File: src/core/modem_pkg.sv
// Constants and types for the packet engine.
// Assumes one 200 MHz clock; slow timing uses a 1 ms tick.
package modem_pkg;
	// Register byte offsets
	localparam logic [7:0] REG_CTRL = 8'h00;
	localparam logic [7:0] REG_ADDR = 8'h04;
	localparam logic [7:0] REG_TIMEOUT = 8'h08;
	localparam logic [7:0] REG_STATUS = 8'h0C;
	// Control register bit positions
	localparam int CTL_RESP_EN = 0;
	localparam int CTL_ACCEPT_RESP = 1;
	localparam int CTL_ERR_RESP = 2;
	localparam int CTL_ADDR_CHECK = 3;
	localparam int CTL_HEADERLESS = 4;
	localparam int CTL_TRIG_TIMEOUT = 5;
	localparam int CTL_APPEND_CRLF = 6;
	localparam logic [31:0] CTRL_MASK = 32'h0000007F;
	localparam logic [31:0] CTRL_RESET = 32'h0000000F;
	// Address register fields
	localparam int STATION_LSB = 0;
	localparam int GROUP_LSB = 8;
	localparam int PRESET_LSB = 16;
	localparam int RETRY_LSB = 24;
	localparam logic [31:0] ADDR_MASK = 32'h0FFFFFFF;
	localparam logic [31:0] ADDR_RESET = 32'h03000000;
	localparam logic [15:0] TIMEOUT_RESET = 16'h0064;
	// Timing: the 1 ms tick and the 5 s host byte gap
	localparam int unsigned CLK_PERIOD_NS = 5;
	localparam int unsigned TICK_PERIOD_NS = 1_000_000;
	localparam int unsigned TICK_CYCLES = TICK_PERIOD_NS / CLK_PERIOD_NS;
	localparam int unsigned GAP_LIMIT_S = 5;
	localparam logic [12:0] GAP_LIMIT_MS = 13'(GAP_LIMIT_S * 1000);
	localparam int unsigned ACK_WAIT_MS_DEFAULT = 10;
	// Packet limits
	localparam logic [7:0] MAX_MSG = 8'h82;
	localparam logic [9:0] MAX_ADDR = 10'h0FF;
	localparam logic [7:0] BURST_LEN = 8'h1A;
	localparam logic [8:0] BUF_DEPTH = 9'h096;
	localparam logic [7:0] BCAST_ADDR = 8'hFF;
	// Characters and command words
	localparam logic [7:0] CH_LEAD = 8'h40;
	localparam logic [7:0] CH_CR = 8'h0D;
	localparam logic [7:0] CH_LF = 8'h0A;
	localparam logic [7:0] CH_ZERO = 8'h30;
	localparam logic [7:0] CH_NINE = 8'h39;
	localparam logic [23:0] CMD_TEXT = 24'h545854;
	localparam logic [23:0] CMD_BIN = 24'h54424E;
	localparam logic [23:0] FWD_TAG = 24'h525854;
	localparam logic [7:0] FWD_HDR_LEN = 8'h06;
	// Responses: accepted, packet error, completion, delivery failure
	localparam logic [63:0] RSP_TABLE = 64'h4E31_5030_4E30_5031;
	typedef enum logic [2:0] {
		P_LEAD = 3'b000,
		P_CMD = 3'b001,
		P_DEST = 3'b010,
		P_LEN = 3'b011,
		P_MSG = 3'b100,
		P_LF = 3'b101
	} parse_state_t;
	typedef enum logic [1:0] {
		TX_IDLE = 2'b00,
		TX_SEND = 2'b01,
		TX_WAIT = 2'b10,
		TX_ACK = 2'b11
	} tx_state_t;
endpackage : modem_pkg

File: src/core/tick_divider.sv
// Clock divider giving a one-cycle enable pulse.
// Assumes DIV of at least 1.
`timescale 1ns/10ps
`default_nettype none
module tick_divider #(
	parameter int unsigned DIV = 200000
) (
	input wire logic hclk, // System clock
	input wire logic hresetn, // Async reset, active low
	output logic tick // One-cycle pulse every DIV cycles
);
	localparam int W = $clog2(DIV + 1);
	logic [W-1:0] cnt;

	// Free-running count, pulse on wrap
	always_ff @(posedge hclk or negedge hresetn) begin
		if (!hresetn) begin
			cnt <= '0;
			tick <= 1'b0;
		end else if (cnt == W'(DIV - 1)) begin
			cnt <= '0;
			tick <= 1'b1;
		end else begin
			cnt <= cnt + W'(1);
			tick <= 1'b0;
		end
	end
endmodule : tick_divider
`default_nettype wire

File: src/core/radio_packet_engine.sv
// Host packet interpreter and acknowledged radio transfers.
// Assumes host bytes as one-cycle strobes, radio frames as byte streams.
//
// Our own choices: register access over AHB-Lite and the register offsets.
`timescale 1ns/10ps
`default_nettype none
// Overview of operation
// Text: lead, command, 3-digit destination, 0-130 bytes, CR LF.
// Binary adds a 3-digit length 000-130 before the message.
// Bad structure or byte gap over 5 s drops the packet.
// Error answer only if responses and error responses on.
// Accepted answer only with accepted-plus-complete; then packet radioed.
// Good radio packets go to the host.
// Address check on: packet for us is acknowledged by radio.
// Address check off: take all packets, acknowledge none.
// Acknowledgement completes transfer; completion answer if responses on.
// No acknowledgement in time resends the same packet, up to retries.
// Repeats dropped after the first but still acknowledged.
// Retries used up: delivery-failure answer if responses on.
// Host waits for completion before next command.
// Headerless radios raw bytes to the preset destination.
// Headerless trigger: CR LF or inter-byte gap timeout.
// Headerless send also starts above 26 buffered bytes.
// Headerless keeps response and address-check options.
// Headerless receive may append CR LF.
// Headerless buffer: 150 bytes; excess lost.
// Station and group addresses are both ours.
// Each host response is four bytes.
// Address and length: 3 decimal digits; out of range is invalid.
module radio_packet_engine import modem_pkg::*; #(
	parameter int unsigned TICK_DIV = TICK_CYCLES,
	parameter int unsigned ACK_WAIT_MS = ACK_WAIT_MS_DEFAULT
) (
	input wire logic hclk, // System clock
	input wire logic hresetn, // Async reset, active low
	input wire logic hsel, // AHB slave select
	input wire logic [31:0] haddr, // AHB address
	input wire logic [1:0] htrans, // AHB transfer type
	input wire logic hwrite, // AHB write
	input wire logic [2:0] hsize, // AHB size, word only
	input wire logic [31:0] hwdata, // AHB write data
	input wire logic hready, // AHB bus ready
	output logic hreadyout, // Slave ready
	output logic [31:0] hrdata, // AHB read data
	output logic hresp, // Always OKAY
	input wire logic host_in_valid, // Host byte strobe
	input wire logic [7:0] host_in_data, // Host byte
	output logic host_out_valid, // Byte to host valid
	output logic [7:0] host_out_data, // Byte to host
	input wire logic host_out_ready, // Host takes byte
	output logic radio_tx_valid, // Radio frame byte valid
	output logic [7:0] radio_tx_data, // Radio frame byte
	output logic radio_tx_last, // Last byte of frame
	output logic radio_tx_ack, // Frame is an acknowledgement
	output logic [7:0] radio_tx_dest, // Frame destination
	output logic [7:0] radio_tx_src, // Our station address
	output logic radio_tx_seq, // Frame sequence bit
	input wire logic radio_tx_ready, // Radio takes byte
	input wire logic radio_rx_valid, // Received byte strobe
	input wire logic [7:0] radio_rx_data, // Received byte
	input wire logic radio_rx_last, // Last byte of frame
	input wire logic radio_rx_ack, // Frame is an acknowledgement
	input wire logic [7:0] radio_rx_dest, // Frame destination
	input wire logic [7:0] radio_rx_src, // Frame source
	input wire logic radio_rx_seq // Frame sequence bit
);
	logic tick;
	logic [31:0] ctrl, addr_cfg;
	logic [15:0] hl_timeout;
	logic ph_wr;
	logic [7:0] ph_addr;
	parse_state_t pstate;
	tx_state_t tx_state;
	logic [9:0] acc;
	logic [1:0] dig_cnt;
	logic [23:0] cmd;
	logic is_bin, push, pkt_done, pkt_err, hl_cr, hl_trig, hl_flush, pkt_ready;
	logic [7:0] push_data, msg_cnt, exp_len, pkt_dest;
	logic [12:0] gap_ms;
	logic [15:0] hl_ms, ack_ms;
	logic [7:0] tx_mem [0:BUF_DEPTH-1];
	logic [7:0] wr_ptr, rd_base, fill, tx_len, tx_idx, tx_dest;
	logic [3:0] tx_try, resp_pend, resp_set, resp_clr;
	logic tx_seq, ack_seen, ack_back, tx_rel, ack_pend, ack_seq, rx_out;
	logic [7:0] ack_dest, rx_idx, rx_len, rx_src, last_src, fwd_idx;
	logic [7:0] rx_mem [0:MAX_MSG-1];
	logic have_last, last_seq;
	logic [1:0] resp_idx, resp_sel, sel_now;
	logic load, resp_go, fwd_end, ack_hit, ack_sent, room;
	logic [7:0] fwd_hdr, fwd_total, fwd_byte;

	wire resp_en = ctrl[CTL_RESP_EN];
	wire headerless = ctrl[CTL_HEADERLESS];
	wire addr_check = ctrl[CTL_ADDR_CHECK];
	wire [7:0] station = addr_cfg[STATION_LSB +: 8];
	wire [7:0] group = addr_cfg[GROUP_LSB +: 8];
	wire [3:0] retry = addr_cfg[RETRY_LSB +: 4];

	// Pointer step, wrapping at the send buffer end
	function automatic logic [7:0] ptr_add(input logic [7:0] p, input logic [7:0] n);
		logic [8:0] s;
		s = {1'b0, p} + {1'b0, n};
		return (s >= BUF_DEPTH) ? 8'(s - BUF_DEPTH) : s[7:0];
	endfunction : ptr_add

	// ASCII digit of a byte, position 0 is hundreds
	function automatic logic [7:0] dec_char(input logic [7:0] v, input logic [7:0] pos);
		logic [7:0] d;
		d = (pos == 8'h00) ? v / 8'h64 : (pos == 8'h01) ? (v / 8'h0A) % 8'h0A : v % 8'h0A;
		return CH_ZERO + d;
	endfunction : dec_char

	tick_divider #(.DIV(TICK_DIV)) u_tick (
		.hclk(hclk),
		.hresetn(hresetn),
		.tick(tick)
	);

	// Zero-wait slave; word accesses only
	assign hreadyout = 1'b1;
	assign hresp = 1'b0;
	always_ff @(posedge hclk or negedge hresetn) begin
		if (!hresetn) begin
			ph_wr <= 1'b0;
			ph_addr <= 8'h00;
		end else if (hready) begin
			ph_wr <= hsel & htrans[1] & hwrite;
			ph_addr <= haddr[7:0];
		end
	end

	// Configuration writes in the data phase
	always_ff @(posedge hclk or negedge hresetn) begin
		if (!hresetn) begin
			ctrl <= CTRL_RESET;
			addr_cfg <= ADDR_RESET;
			hl_timeout <= TIMEOUT_RESET;
		end else if (ph_wr) begin
			if (ph_addr == REG_CTRL) begin
				ctrl <= hwdata & CTRL_MASK;
			end else if (ph_addr == REG_ADDR) begin
				addr_cfg <= hwdata & ADDR_MASK;
			end else if (ph_addr == REG_TIMEOUT) begin
				hl_timeout <= hwdata[15:0];
			end
		end
	end

	// Read data from the address phase; unmapped reads give zero
	always_ff @(posedge hclk or negedge hresetn) begin
		if (!hresetn) begin
			hrdata <= 32'h00000000;
		end else if (hready & hsel & htrans[1] & !hwrite) begin
			if (haddr[7:0] == REG_CTRL) begin
				hrdata <= ctrl;
			end else if (haddr[7:0] == REG_ADDR) begin
				hrdata <= addr_cfg;
			end else if (haddr[7:0] == REG_TIMEOUT) begin
				hrdata <= {16'h0000, hl_timeout};
			end else if (haddr[7:0] == REG_STATUS) begin
				hrdata <= {12'h000, tx_try, fill, tx_state, ack_pend, rx_out, pkt_ready, pstate};
			end else begin
				hrdata <= 32'h00000000;
			end
		end
	end

	wire [7:0] b = host_in_data;
	wire is_digit = (b >= CH_ZERO) && (b <= CH_NINE);
	wire [9:0] nacc = 10'(acc * 10'h00A + {2'b00, b - CH_ZERO});
	wire pkt_busy = (tx_state != TX_IDLE) | pkt_ready;
	assign room = ({1'b0, fill} + {8'h00, push}) < BUF_DEPTH;

	// Host byte parser; in packet mode bytes during a transfer are ignored
	always_ff @(posedge hclk or negedge hresetn) begin
		if (!hresetn) begin
			pstate <= P_LEAD;
			acc <= 10'h000;
			dig_cnt <= 2'h0;
			cmd <= 24'h000000;
			is_bin <= 1'b0;
			msg_cnt <= 8'h00;
			exp_len <= 8'h00;
			pkt_dest <= 8'h00;
			gap_ms <= 13'h0000;
			push <= 1'b0;
			push_data <= 8'h00;
			pkt_done <= 1'b0;
			pkt_err <= 1'b0;
			hl_cr <= 1'b0;
			hl_ms <= 16'h0000;
			hl_trig <= 1'b0;
		end else begin
			push <= 1'b0;
			pkt_done <= 1'b0;
			pkt_err <= 1'b0;
			hl_trig <= 1'b0;
			push_data <= b;
			if (headerless) begin
				pstate <= P_LEAD;
				if (host_in_valid) begin
					push <= room;
					hl_cr <= (b == CH_CR);
					hl_trig <= !ctrl[CTL_TRIG_TIMEOUT] & hl_cr & (b == CH_LF);
					hl_ms <= 16'h0000;
				end else if (tick && hl_ms != 16'hFFFF) begin
					hl_ms <= hl_ms + 16'h0001;
					hl_trig <= ctrl[CTL_TRIG_TIMEOUT] & (hl_ms + 16'h0001 == hl_timeout);
				end
			end else if (host_in_valid && !pkt_busy) begin
				gap_ms <= 13'h0000;
				case (pstate)
					P_LEAD: begin
						if (b == CH_LEAD) begin
							pstate <= P_CMD;
							dig_cnt <= 2'h0;
						end else begin
							pkt_err <= 1'b1;
						end
					end
					P_CMD: begin
						cmd <= {cmd[15:0], b};
						dig_cnt <= dig_cnt + 2'h1;
						acc <= 10'h000;
						if (dig_cnt == 2'h2) begin
							dig_cnt <= 2'h0;
							is_bin <= ({cmd[15:0], b} == CMD_BIN);
							if ({cmd[15:0], b} == CMD_TEXT || {cmd[15:0], b} == CMD_BIN) begin
								pstate <= P_DEST;
							end else begin
								pstate <= P_LEAD;
								pkt_err <= 1'b1;
							end
						end
					end
					P_DEST, P_LEN: begin
						acc <= nacc;
						dig_cnt <= dig_cnt + 2'h1;
						msg_cnt <= 8'h00;
						if (!is_digit) begin
							pstate <= P_LEAD;
							pkt_err <= 1'b1;
						end else if (dig_cnt == 2'h2) begin
							dig_cnt <= 2'h0;
							acc <= 10'h000;
							if (pstate == P_DEST && nacc <= MAX_ADDR) begin
								pkt_dest <= nacc[7:0];
								pstate <= is_bin ? P_LEN : P_MSG;
							end else if (pstate == P_LEN && nacc <= {2'b00, MAX_MSG}) begin
								exp_len <= nacc[7:0];
								pstate <= P_MSG;
							end else begin
								pstate <= P_LEAD;
								pkt_err <= 1'b1;
							end
						end
					end
					P_MSG: begin
						if (is_bin ? (msg_cnt == exp_len) : (b == CH_CR)) begin
							pstate <= (b == CH_CR) ? P_LF : P_LEAD;
							pkt_err <= (b != CH_CR);
						end else if (msg_cnt == MAX_MSG) begin
							pstate <= P_LEAD;
							pkt_err <= 1'b1;
						end else begin
							push <= 1'b1;
							msg_cnt <= msg_cnt + 8'h01;
						end
					end
					default: begin
						pstate <= P_LEAD;
						pkt_done <= (b == CH_LF);
						pkt_err <= (b != CH_LF);
					end
				endcase
			end else if (pstate != P_LEAD && tick) begin
				gap_ms <= gap_ms + 13'h0001;
				if (gap_ms + 13'h0001 == GAP_LIMIT_MS) begin
					pstate <= P_LEAD;
					pkt_err <= 1'b1;
				end
			end
		end
	end

	// Send buffer; a packet error drops the stored bytes
	always_ff @(posedge hclk) begin
		if (push) begin
			tx_mem[wr_ptr] <= push_data;
		end
	end
	always_ff @(posedge hclk or negedge hresetn) begin
		if (!hresetn) begin
			wr_ptr <= 8'h00;
			rd_base <= 8'h00;
			fill <= 8'h00;
		end else if (pkt_err) begin
			wr_ptr <= rd_base;
			fill <= 8'h00;
		end else begin
			wr_ptr <= push ? ptr_add(wr_ptr, 8'h01) : wr_ptr;
			rd_base <= tx_rel ? ptr_add(rd_base, tx_len) : rd_base;
			fill <= fill + {7'h00, push} - (tx_rel ? tx_len : 8'h00);
		end
	end

	wire start_hl = headerless & (fill != 8'h00) & (hl_flush | fill > BURST_LEN);
	wire start_pkt = !headerless & pkt_ready;
	wire [7:0] hl_len = (fill > BURST_LEN) ? BURST_LEN : fill;
	assign ack_hit = radio_rx_valid & radio_rx_last & radio_rx_ack & (radio_rx_seq == tx_seq)
		& (radio_rx_src == tx_dest);
	assign ack_sent = (tx_state == TX_ACK) & radio_tx_ready;

	// Transfer engine: send, await acknowledgement, retry, answer
	always_ff @(posedge hclk or negedge hresetn) begin
		if (!hresetn) begin
			tx_state <= TX_IDLE;
			tx_len <= 8'h00;
			tx_idx <= 8'h00;
			tx_dest <= 8'h00;
			tx_try <= 4'h0;
			tx_seq <= 1'b0;
			tx_rel <= 1'b0;
			ack_seen <= 1'b0;
			ack_back <= 1'b0;
			ack_ms <= 16'h0000;
			pkt_ready <= 1'b0;
			hl_flush <= 1'b0;
			resp_set <= 4'h0;
		end else begin
			tx_rel <= 1'b0;
			resp_set <= {1'b0, 1'b0, pkt_err & resp_en & ctrl[CTL_ERR_RESP], 1'b0};
			if (pkt_done) begin
				pkt_ready <= 1'b1;
				resp_set[0] <= resp_en & ctrl[CTL_ACCEPT_RESP];
			end
			if (hl_trig) begin
				hl_flush <= 1'b1;
			end
			if (tick) begin
				ack_ms <= ack_ms + 16'h0001;
			end
			case (tx_state)
				TX_IDLE: begin
					if (ack_pend) begin
						tx_state <= TX_ACK;
						ack_back <= 1'b0;
					end else if (start_pkt || start_hl) begin
						tx_state <= TX_SEND;
						tx_len <= headerless ? hl_len : fill;
						tx_dest <= headerless ? addr_cfg[PRESET_LSB +: 8] : pkt_dest;
						tx_seq <= ~tx_seq;
						tx_try <= 4'h0;
						tx_idx <= 8'h00;
						ack_seen <= 1'b0;
						pkt_ready <= 1'b0;
						hl_flush <= hl_trig | (hl_flush & (fill > BURST_LEN));
						resp_set[0] <= headerless & resp_en & ctrl[CTL_ACCEPT_RESP];
					end
				end
				TX_SEND: begin
					if (radio_tx_ready) begin
						tx_idx <= tx_idx + 8'h01;
						if (tx_idx == tx_len) begin
							tx_state <= TX_WAIT;
							ack_ms <= 16'h0000;
						end
					end
				end
				TX_WAIT: begin
					if (ack_pend) begin
						tx_state <= TX_ACK;
						ack_back <= 1'b1;
					end else if (ack_seen) begin
						tx_state <= TX_IDLE;
						tx_rel <= 1'b1;
						resp_set[2] <= resp_en;
					end else if (tick && ack_ms + 16'h0001 >= 16'(ACK_WAIT_MS)) begin
						if (tx_try < retry) begin
							tx_state <= TX_SEND;
							tx_try <= tx_try + 4'h1;
							tx_idx <= 8'h00;
						end else begin
							tx_state <= TX_IDLE;
							tx_rel <= 1'b1;
							resp_set[3] <= resp_en;
						end
					end
				end
				default: begin
					if (radio_tx_ready) begin
						tx_state <= ack_back ? TX_WAIT : TX_IDLE;
					end
				end
			endcase
			if (ack_hit && tx_state != TX_IDLE) begin
				ack_seen <= 1'b1;
			end
		end
	end

	// Radio transmit; first byte is the message length
	assign radio_tx_valid = (tx_state == TX_SEND) | (tx_state == TX_ACK);
	assign radio_tx_ack = (tx_state == TX_ACK);
	assign radio_tx_last = radio_tx_ack | (tx_idx == tx_len);
	assign radio_tx_dest = radio_tx_ack ? ack_dest : tx_dest;
	assign radio_tx_seq = radio_tx_ack ? ack_seq : tx_seq;
	assign radio_tx_src = station;
	assign radio_tx_data = radio_tx_ack ? 8'h00 : (tx_idx == 8'h00) ? tx_len
		: tx_mem[ptr_add(rd_base, tx_idx - 8'h01)];

	wire for_us = (radio_rx_dest == station) | (radio_rx_dest == group);
	wire take = !addr_check | for_us | (radio_rx_dest == BCAST_ADDR);
	wire dup = have_last & (radio_rx_src == last_src) & (radio_rx_seq == last_seq);
	wire rx_ok = (rx_idx == 8'h00) ? (radio_rx_data == 8'h00) : (rx_idx == rx_len);
	wire rx_end = radio_rx_valid & radio_rx_last & !radio_rx_ack & !rx_out;

	// Radio receive; frames during forwarding are dropped
	always_ff @(posedge hclk) begin
		if (radio_rx_valid && !radio_rx_ack && !rx_out && rx_idx != 8'h00 && rx_idx <= MAX_MSG) begin
			rx_mem[rx_idx - 8'h01] <= radio_rx_data;
		end
	end
	always_ff @(posedge hclk or negedge hresetn) begin
		if (!hresetn) begin
			rx_idx <= 8'h00;
			rx_len <= 8'h00;
			rx_src <= 8'h00;
			rx_out <= 1'b0;
			have_last <= 1'b0;
			last_src <= 8'h00;
			last_seq <= 1'b0;
			ack_pend <= 1'b0;
			ack_dest <= 8'h00;
			ack_seq <= 1'b0;
		end else begin
			if (fwd_end) begin
				rx_out <= 1'b0;
			end
			if (ack_sent) begin
				ack_pend <= 1'b0;
			end
			if (radio_rx_valid && !radio_rx_ack && !rx_out) begin
				rx_idx <= radio_rx_last ? 8'h00 : rx_idx + 8'h01;
				if (rx_idx == 8'h00) begin
					rx_len <= (radio_rx_data > MAX_MSG) ? 8'hFF : radio_rx_data;
				end
			end
			if (rx_end && rx_ok && take) begin
				if (addr_check && for_us) begin
					ack_pend <= 1'b1;
					ack_dest <= radio_rx_src;
					ack_seq <= radio_rx_seq;
				end
				if (!dup) begin
					rx_out <= 1'b1;
					rx_src <= radio_rx_src;
					have_last <= 1'b1;
					last_src <= radio_rx_src;
					last_seq <= radio_rx_seq;
				end
			end
		end
	end

	// Response flags; a set wins over a clear
	always_ff @(posedge hclk or negedge hresetn) begin
		if (!hresetn) begin
			resp_pend <= 4'h0;
		end else begin
			resp_pend <= (resp_pend & ~resp_clr) | resp_set;
		end
	end

	// Host output: a started response or forward finishes first
	assign load = !host_out_valid | host_out_ready;
	assign resp_go = (resp_idx != 2'h0) | ((fwd_idx == 8'h00) & (|resp_pend));
	assign sel_now = (resp_idx != 2'h0) ? resp_sel : resp_pend[0] ? 2'h0 : resp_pend[1] ? 2'h1
		: resp_pend[2] ? 2'h2 : 2'h3;
	assign resp_clr = (load && resp_go && resp_idx == 2'h3) ? 4'(4'h1 << sel_now) : 4'h0;
	assign fwd_hdr = headerless ? 8'h00 : FWD_HDR_LEN;
	assign fwd_total = fwd_hdr + rx_len + ((!headerless | ctrl[CTL_APPEND_CRLF]) ? 8'h02 : 8'h00);
	assign fwd_end = load & !resp_go & rx_out & (fwd_idx == fwd_total - 8'h01);
	always_comb begin
		if (fwd_idx < 8'h03 && fwd_hdr != 8'h00) begin
			fwd_byte = FWD_TAG[8 * (2 - fwd_idx[1:0]) +: 8];
		end else if (fwd_idx < fwd_hdr) begin
			fwd_byte = dec_char(rx_src, fwd_idx - 8'h03);
		end else if (fwd_idx < fwd_hdr + rx_len) begin
			fwd_byte = rx_mem[fwd_idx - fwd_hdr];
		end else begin
			fwd_byte = (fwd_idx == fwd_hdr + rx_len) ? CH_CR : CH_LF;
		end
	end

	always_ff @(posedge hclk or negedge hresetn) begin
		if (!hresetn) begin
			host_out_valid <= 1'b0;
			host_out_data <= 8'h00;
			resp_idx <= 2'h0;
			resp_sel <= 2'h0;
			fwd_idx <= 8'h00;
		end else if (load) begin
			host_out_valid <= resp_go | rx_out;
			if (resp_go) begin
				resp_sel <= sel_now;
				resp_idx <= resp_idx + 2'h1;
				host_out_data <= (resp_idx == 2'h2) ? CH_CR : (resp_idx == 2'h3) ? CH_LF
					: RSP_TABLE[{sel_now, ~resp_idx[0], 3'b000} +: 8];
			end else if (rx_out) begin
				host_out_data <= fwd_byte;
				fwd_idx <= fwd_end ? 8'h00 : fwd_idx + 8'h01;
			end
		end
	end
endmodule : radio_packet_engine
`default_nettype wire

File: config.mk
export PLATFORM = sky130hd
export DESIGN_NAME = radio_packet_engine
export DESIGN_NICKNAME = d
export VERILOG_FILES = /design/src/core/modem_pkg.sv /design/src/core/tick_divider.sv /design/src/core/radio_packet_engine.sv
export SDC_FILE = /design/constraint.sdc
export NUM_CORES = 2
export LEC_CHECK = 0
export BUFFER_PORTS_ARGS = -buffer_cell sky130_fd_sc_hd__buf_4
export CAP_MARGIN = 20
export CORE_AREA = 5 5 440 442
export DETAILED_ROUTE_END_ITERATION = 10
export DIE_AREA = 0 0 445 447
export GPL_ROUTABILITY_DRIVEN = 0
export PLACE_DENSITY = 0.76
export SLEW_MARGIN = 20
export SYNTH_ARGS = -nofsm -noshare
export SYNTH_HDL_FRONTEND = slang
export SYNTH_SLANG_ARGS = --single-unit
export TNS_END_PERCENT = 10
File: constraint.sdc
create_clock -name hclk -period 9.2 [get_ports hclk]
set_input_delay 0.92 -clock hclk [delete_from_list [all_inputs] [get_ports hclk]]
set_output_delay 0.92 -clock hclk [all_outputs]
set_load 0.05 [all_outputs]
-- Word level (Yosys, flattened, before mapping)
Memory sizes are Yosys's and may differ from the RTL's.
Index checks and enable logic that the tools add are counted.
- divide/modulo/power cells: 4
- order comparisons: 16
- $mul: 1
- add/sub/neg operators: 31
- muxes and demuxes: 168
- bitwise operators: 55
- reductions and logical operators: 88
- shifts and indexed selects: 3
- eq/ne operators: 60
- operator list (cell ; number):
    $mux W8 ; 34
    $mux W16 ; 6
    $eq A8 B8 Y1 ; 9
    $mux W1 ; 68
    $shiftx A64 B7 Y8 const A ; 1
    $logic_not A8 Y1 ; 7
    $mux W28 ; 2
    $eq A24 B23 Y1 const B ; 2
    $mux W3 ; 16
    $eq A8 B4 Y1 const B ; 5
    $mux W20 ; 2
    $mux W2 ; 19
    $shiftx A24 B33 Y8 const A ; 1
    $add A16 B1 Y16 const B ; 2
    $add A8 B1 Y8 const B ; 4
    $and A1 B1 Y1 ; 30
    $mux W4 ; 7
    $ge A9 B8 Y1 const B ; 3
    $mux W13 ; 2
    $ne A2 B2 Y1 const B ; 13
    $pmux W8 S3 ; 1
    $reduce_bool A8 Y1 ; 3
    $sub A8 B1 Y8 const B ; 3
    $sub A8 B8 Y8 const B ; 3
    84 further kinds ; 183
- word-level logic and storage cells: 483
- bits in latches: 0
- memory bits (read-only): 0
- memories kept: 2
- output and inout port bits: 71
- memory bits (writable): 2240
- flip-flop bits (word level): 351
- memory list (memory ; depth ; bits a word ; rd ports ; clocked after Yosys merged registers in ; write ports ; RTL line ; RTL):
    tx_mem ; 150 ; 8 ; 1 ; 0 ; 1 ; radio_packet_engine.sv:81 ; logic [7:0] tx_mem [0:BUF_DEPTH-1];
    rx_mem ; 130 ; 8 ; 1 ; 0 ; 1 ; radio_packet_engine.sv:86 ; logic [7:0] rx_mem [0:MAX_MSG-1];

-- Logic depth before layout (Yosys ltp)
- depth after elaboration: 11
- depth in mapped cells: 32
- gate-level depth less buffers: 26

-- Modules after synthesis
A second synthesis with hierarchy kept.
- cell total of the unflattened synthesis: 7383
- area total of the unflattened synthesis: 110619.8 µm²
- modules (own cells, without submodules) (module ; times used ; area an instance (µm²) ; cells an instance):
    radio_packet_engine ; 1 ; 109705.2 ; 7297
    tick_divider ; 1 ; 914.6 ; 86

-- Least setup slack after synthesis
No wires, ideal clock.
- path type: register -> output
- start: reg tx_idx[0]
- end: out radio_tx_data[0]
- cell stages (with the launch flop): 24
- slack: 1.910 ns
- required time: 8.280 ns
- arrival time: 6.370 ns
- path through: dfrtp_1 > clkbuf_1 > inv_1 > ha_1 > fa_1 > xor2_1 > buf_2 > clkinv_1 > clkbuf_1 > clkbuf_1 > clkbuf_1 > ha_1 > a211oi_2 > o221a_2 > buf_2 > mux2_4 > or2_1 > buf_6 > buf_6 > and3_1 > a31oi_1 > a31oi_1 > o31a_1 > a211oi_1
- cells in the longest elaborated chain, start to end: 7
- elaborated cells between the ends (all ways): 9
- ends and longest elaborated chain (what ; RTL line ; RTL):
    start: declaration ; radio_packet_engine.sv:82 ; logic [7:0] wr_ptr, rd_base, fill, tx_len, tx_idx, tx_dest;
    start signal: assignment ; radio_packet_engine.sv:363 ; tx_idx <= tx_idx + 8'h01;
    $sub A8 B1 Y8 ; radio_packet_engine.sv:410 ; : tx_mem[ptr_add(rd_base, tx_idx - 8'h01)];
    $add A8 B8 Y9 ; radio_packet_engine.sv:102 ; s = {1'b0, p} + {1'b0, n};
    $sub A8 B8 Y8 or $ge A9 B8 Y1 (tied branches) ; radio_packet_engine.sv:103 ; return (s >= BUF_DEPTH) ? 8'(s - BUF_DEPTH) : s[7:0];
    $mux W8 ; radio_packet_engine.sv:103 ;
    $mem_v2 Z150 W8 ; n/a ;
    $mux W8 (*) (2 in series) ; radio_packet_engine.sv:409 ; assign radio_tx_data = radio_tx_ack ? 8'h00 : (tx_idx == 8'h00) ? tx_len
    end: declaration ; radio_packet_engine.sv:52 ; output logic [7:0] radio_tx_data,
Every way passes the cells marked *; elsewhere a longest branch is shown, timed or not.

-- Worst setup path after layout
Ends and elaborated chain as after synthesis.

==> impl_results.md <==
- Antenna Nets Post-Route: 0
- Hold_ws: roughly 210 ps
- Pwr per Cell Area: ~350 mW/mm2
- Crit path required time: 8280 ps
- Status: finished clean
- Xor/xnor cell area share of the yosys netlist: under 10%
- Worst-margin pin slew: 1280 ps
- Number of global-route vias before repair: approximately 67,000
- Static Leakage: approximately 43 nW
- Number of enable flip-flop cells after synthesis: between 2,000 and 2,500
- Initial antenna violation count: 11
- Via count: roughly 68,000
- Placed Area: 0.116 mm2
- Routed len/inst: 30.0 um
- Tot Pwr: 43.7 mW
- Post-Synthesis Cell Area: ~0.11 mm2
- FMAX: between 100 and 150 MHz
- Top cells by count, synth: edfxtp_1 (2,240), nor2_1 (525), mux4_2 (511)
- First-pass GRT wire length: about 440,000 um
- Clock-pin slew on the worst setup and hold paths: 60 ps
- Synth cell types: ~120
- Ranking of synthesized cells by area: edfxtp_1 (60%), mux4_2 (10%), dfrtp_1 (7.5%)
- CTS tree: yes
- Synth Area in Adders: under 10%
- Post-DP HPWL: around 180,000 um
- Arrival @ worst endpoint: around 8000 ps
- Compound-Gate Fraction of Synth Area: 6.17%
- Vias per cell: between 6 and 7
- Clock latency reported for the late side of the worst-skew pair: between 900 and 1000 ps
- Cells along the critical path: inv_1, ha_1, inv_1, or3_1, xnor2_1, ha_1, or4_4, o221a_4, nor2_2, nand2_2, a311oi_4, nand2_1, buf_4, nor2_1, a22oi_1, nand4_1, o221ai_1, a211oi_1, buf_4
- Initial core utilization: 59.6%
- CTS root buf: clkbuf_16
- RSZ-0062 raised after global routing: false
- Post-CTS sizing: 0
- Syn Inst Count: around 7,100
- GRT overflow: 0
- Hold Path Class: in -> reg
- Yosys top cell area share: between 50% and 60%
- Max incr delay on CP: slightly below 1000 ps
- Largest net degree at the start of global routing: roughly 120
- Die ar.: about 0.20 mm2
- Slowest CP cell: a311oi_4
- Remaining DRCs: 0
- Largest family of logic cells by synthesized area: multiplexers
- Syn_area_per_cell: ~16 um2
- Core box area: ~0.19 mm2
- Mux cell area share after synthesis: roughly 15%
- GRT Overall Usage: 29.7%
- Hold Vio Cnt, Final: 0
- Clock Path Buffers: 4
- # clock sinks: roughly 2,600
- Chip height: ~450 um
- Hold path startpoint: host_in_data[4]
- Worst Hold Path EP: push_data[4]
- Simple-gate share of the synthesized area: ~6.6%
- Reg2reg start: fwd_idx[0]
- Setup Viol. Count Final: 0
- DRT Wirelength: ~300,000 um
- Hold Path Depth: 1
- Initial drt markers: slightly above 9,000
- Final net count: about 7,400
- Final setup TNS: 0 ps
- Worst VDD drop: approximately 0.32 mV
- WP buf/inv: 4
- FF+latch count, synth: 2,586
- Setup Skew: 67.6 ps
- Setup crit end kind: output pin
- Most common cell in the netlist: edfxtp_1
- Post-synth ARST share: 13.4%
- Ports: roughly 180
- Reg2reg end: host_out_data[7]
- Largest delay share family, worst path: compound AO/OA/AOI/OAI gates
- Num CTS Buffers: approximately 280
- Crit Path Class: reg -> out
- Ys flop type: edfxtp_1
- Worst R2R Path Depth: 25
- Drt pass-1 iters: 9
- Fin. max-slew vios: 0
- Crit path launch type: flop
- Area leader, netlist: edfxtp_1
- Slew HR: between 10% and 20%
- Max Cap Viol: 0
- Post-synthesis sequential area ratio: approximately 67%
- IO buf count: 145
- Post-route minimum period: just under 9000 ps
- H-tree levels: 5
- Internal reg-to-reg setup slack: approximately 2000 ps
- Ys Warns: 0
- Final instance area: between 0.1 and 0.15 mm2
- Area Growth Syn to Fin: 10.6%
- # rows: 160
- Critical-path maximum fanout: 11
- Layout cells sized above 1: between 10% and 20%
- Chip Width: roughly 450 um
- Period utilisation layout: a little over nine tenths
## timing repair
action	CTS	global route
setup buffers	0	0
hold endpoints to repair	49	0
hold buffers	1	0
## placed cells by master, fill, tap and decap left out, types with 152 or more instances in the layout
| cell | netlist | final |
|---|---|---|
| edfxtp_1 | 2240 | 2240 |
| nor2_1 | 525 | 523 |
| mux4_2 | 511 | 511 |
| nand2_1 | 455 | 454 |
| dfrtp_1 | 337 | 328 |
| mux2i_1 | 305 | 304 |
| clkbuf_16 | 0 | 283 |
| o21ai_0 | 247 | 247 |
| buf_4 | 42 | 245 |
| mux2_2 | 170 | 170 |
| a21oi_1 | 164 | 164 |
| nand3_1 | 153 | 152 |
## cell type report
type | count | area [um2]
diodes | 11 | 27.5
clock buffers | 340 | 7340
clock inverters | 132 | 1090
fillers | 12431 | 64400
inverters | 101 | 379
multi-input cells | 3982 | 34800
flip-flops and latches | 2586 | 76000
well taps | 2511 | 3140
repair buffers | 258 | 2070
## kinds of logic after synthesis
| group | after synthesis |
|---|---|
| flops | 2586 |
| mux | 988 |
| fa+ha+maj | 125 |
| buf+inv | 527 |
| xor+xnor | 226 |
| compound gates | 1029 |
| simple gates | 1608 |
| other cells | 2 |
## power by group
| group | switching, mW | internal [mW] |
|---|---|---|
| registers | 0.569 | 13.1 |
| logic | 12.4 | 7.10 |
| clock network | 4.47 | 6.13 |
## registers in the layout, summed over array words and instances (netlist names), 9 cells and up
| name | count |
|---|---|
| addr_cfg | 28 |
| hrdata | 28 |
| hl_ms | 16 |
| rx_mem | 1040 |
| acc | 9 |
| ack_ms | 16 |
| tx_mem | 1200 |
| u_tick.cnt | 18 |
| cmd | 16 |
| hl_timeout | 16 |
| gap_ms | 13 |
## worst max path at each step
stage	endpoint	start	depth (start not counted)	slack (ps)
floorplan	radio_tx_data[0]	tx_idx[0]	23	1910
global placement	radio_tx_data[0]	tx_idx[0]	19	1530
detailed placement	radio_tx_data[0]	tx_idx[0]	19	1480
CTS	radio_tx_data[0]	tx_idx[0]	19	490
global route	radio_tx_data[4]	tx_idx[0]	18	120
finish	radio_tx_data[0]	tx_idx[0]	19	310
## metrics by stage
stage          instances  setup slack (ps)  utilization [%]
6_report            9921               311             66.0
5_1_grt             9910               116             66.0
4_1_cts             9910               486             65.9
3_5_place_dp        9437              1480             61.5
3_3_place_gp        9437              1530             61.5
2_1_floorplan       7095              1910                -
## metal layers
layer	wire length, um	GRT usage [%]
met2	142000	47.4
met5	31	0
met1	106000	38.9
met4	18400	15.7
met3	30700	6.35
Power figures use the tool's default switching activity.
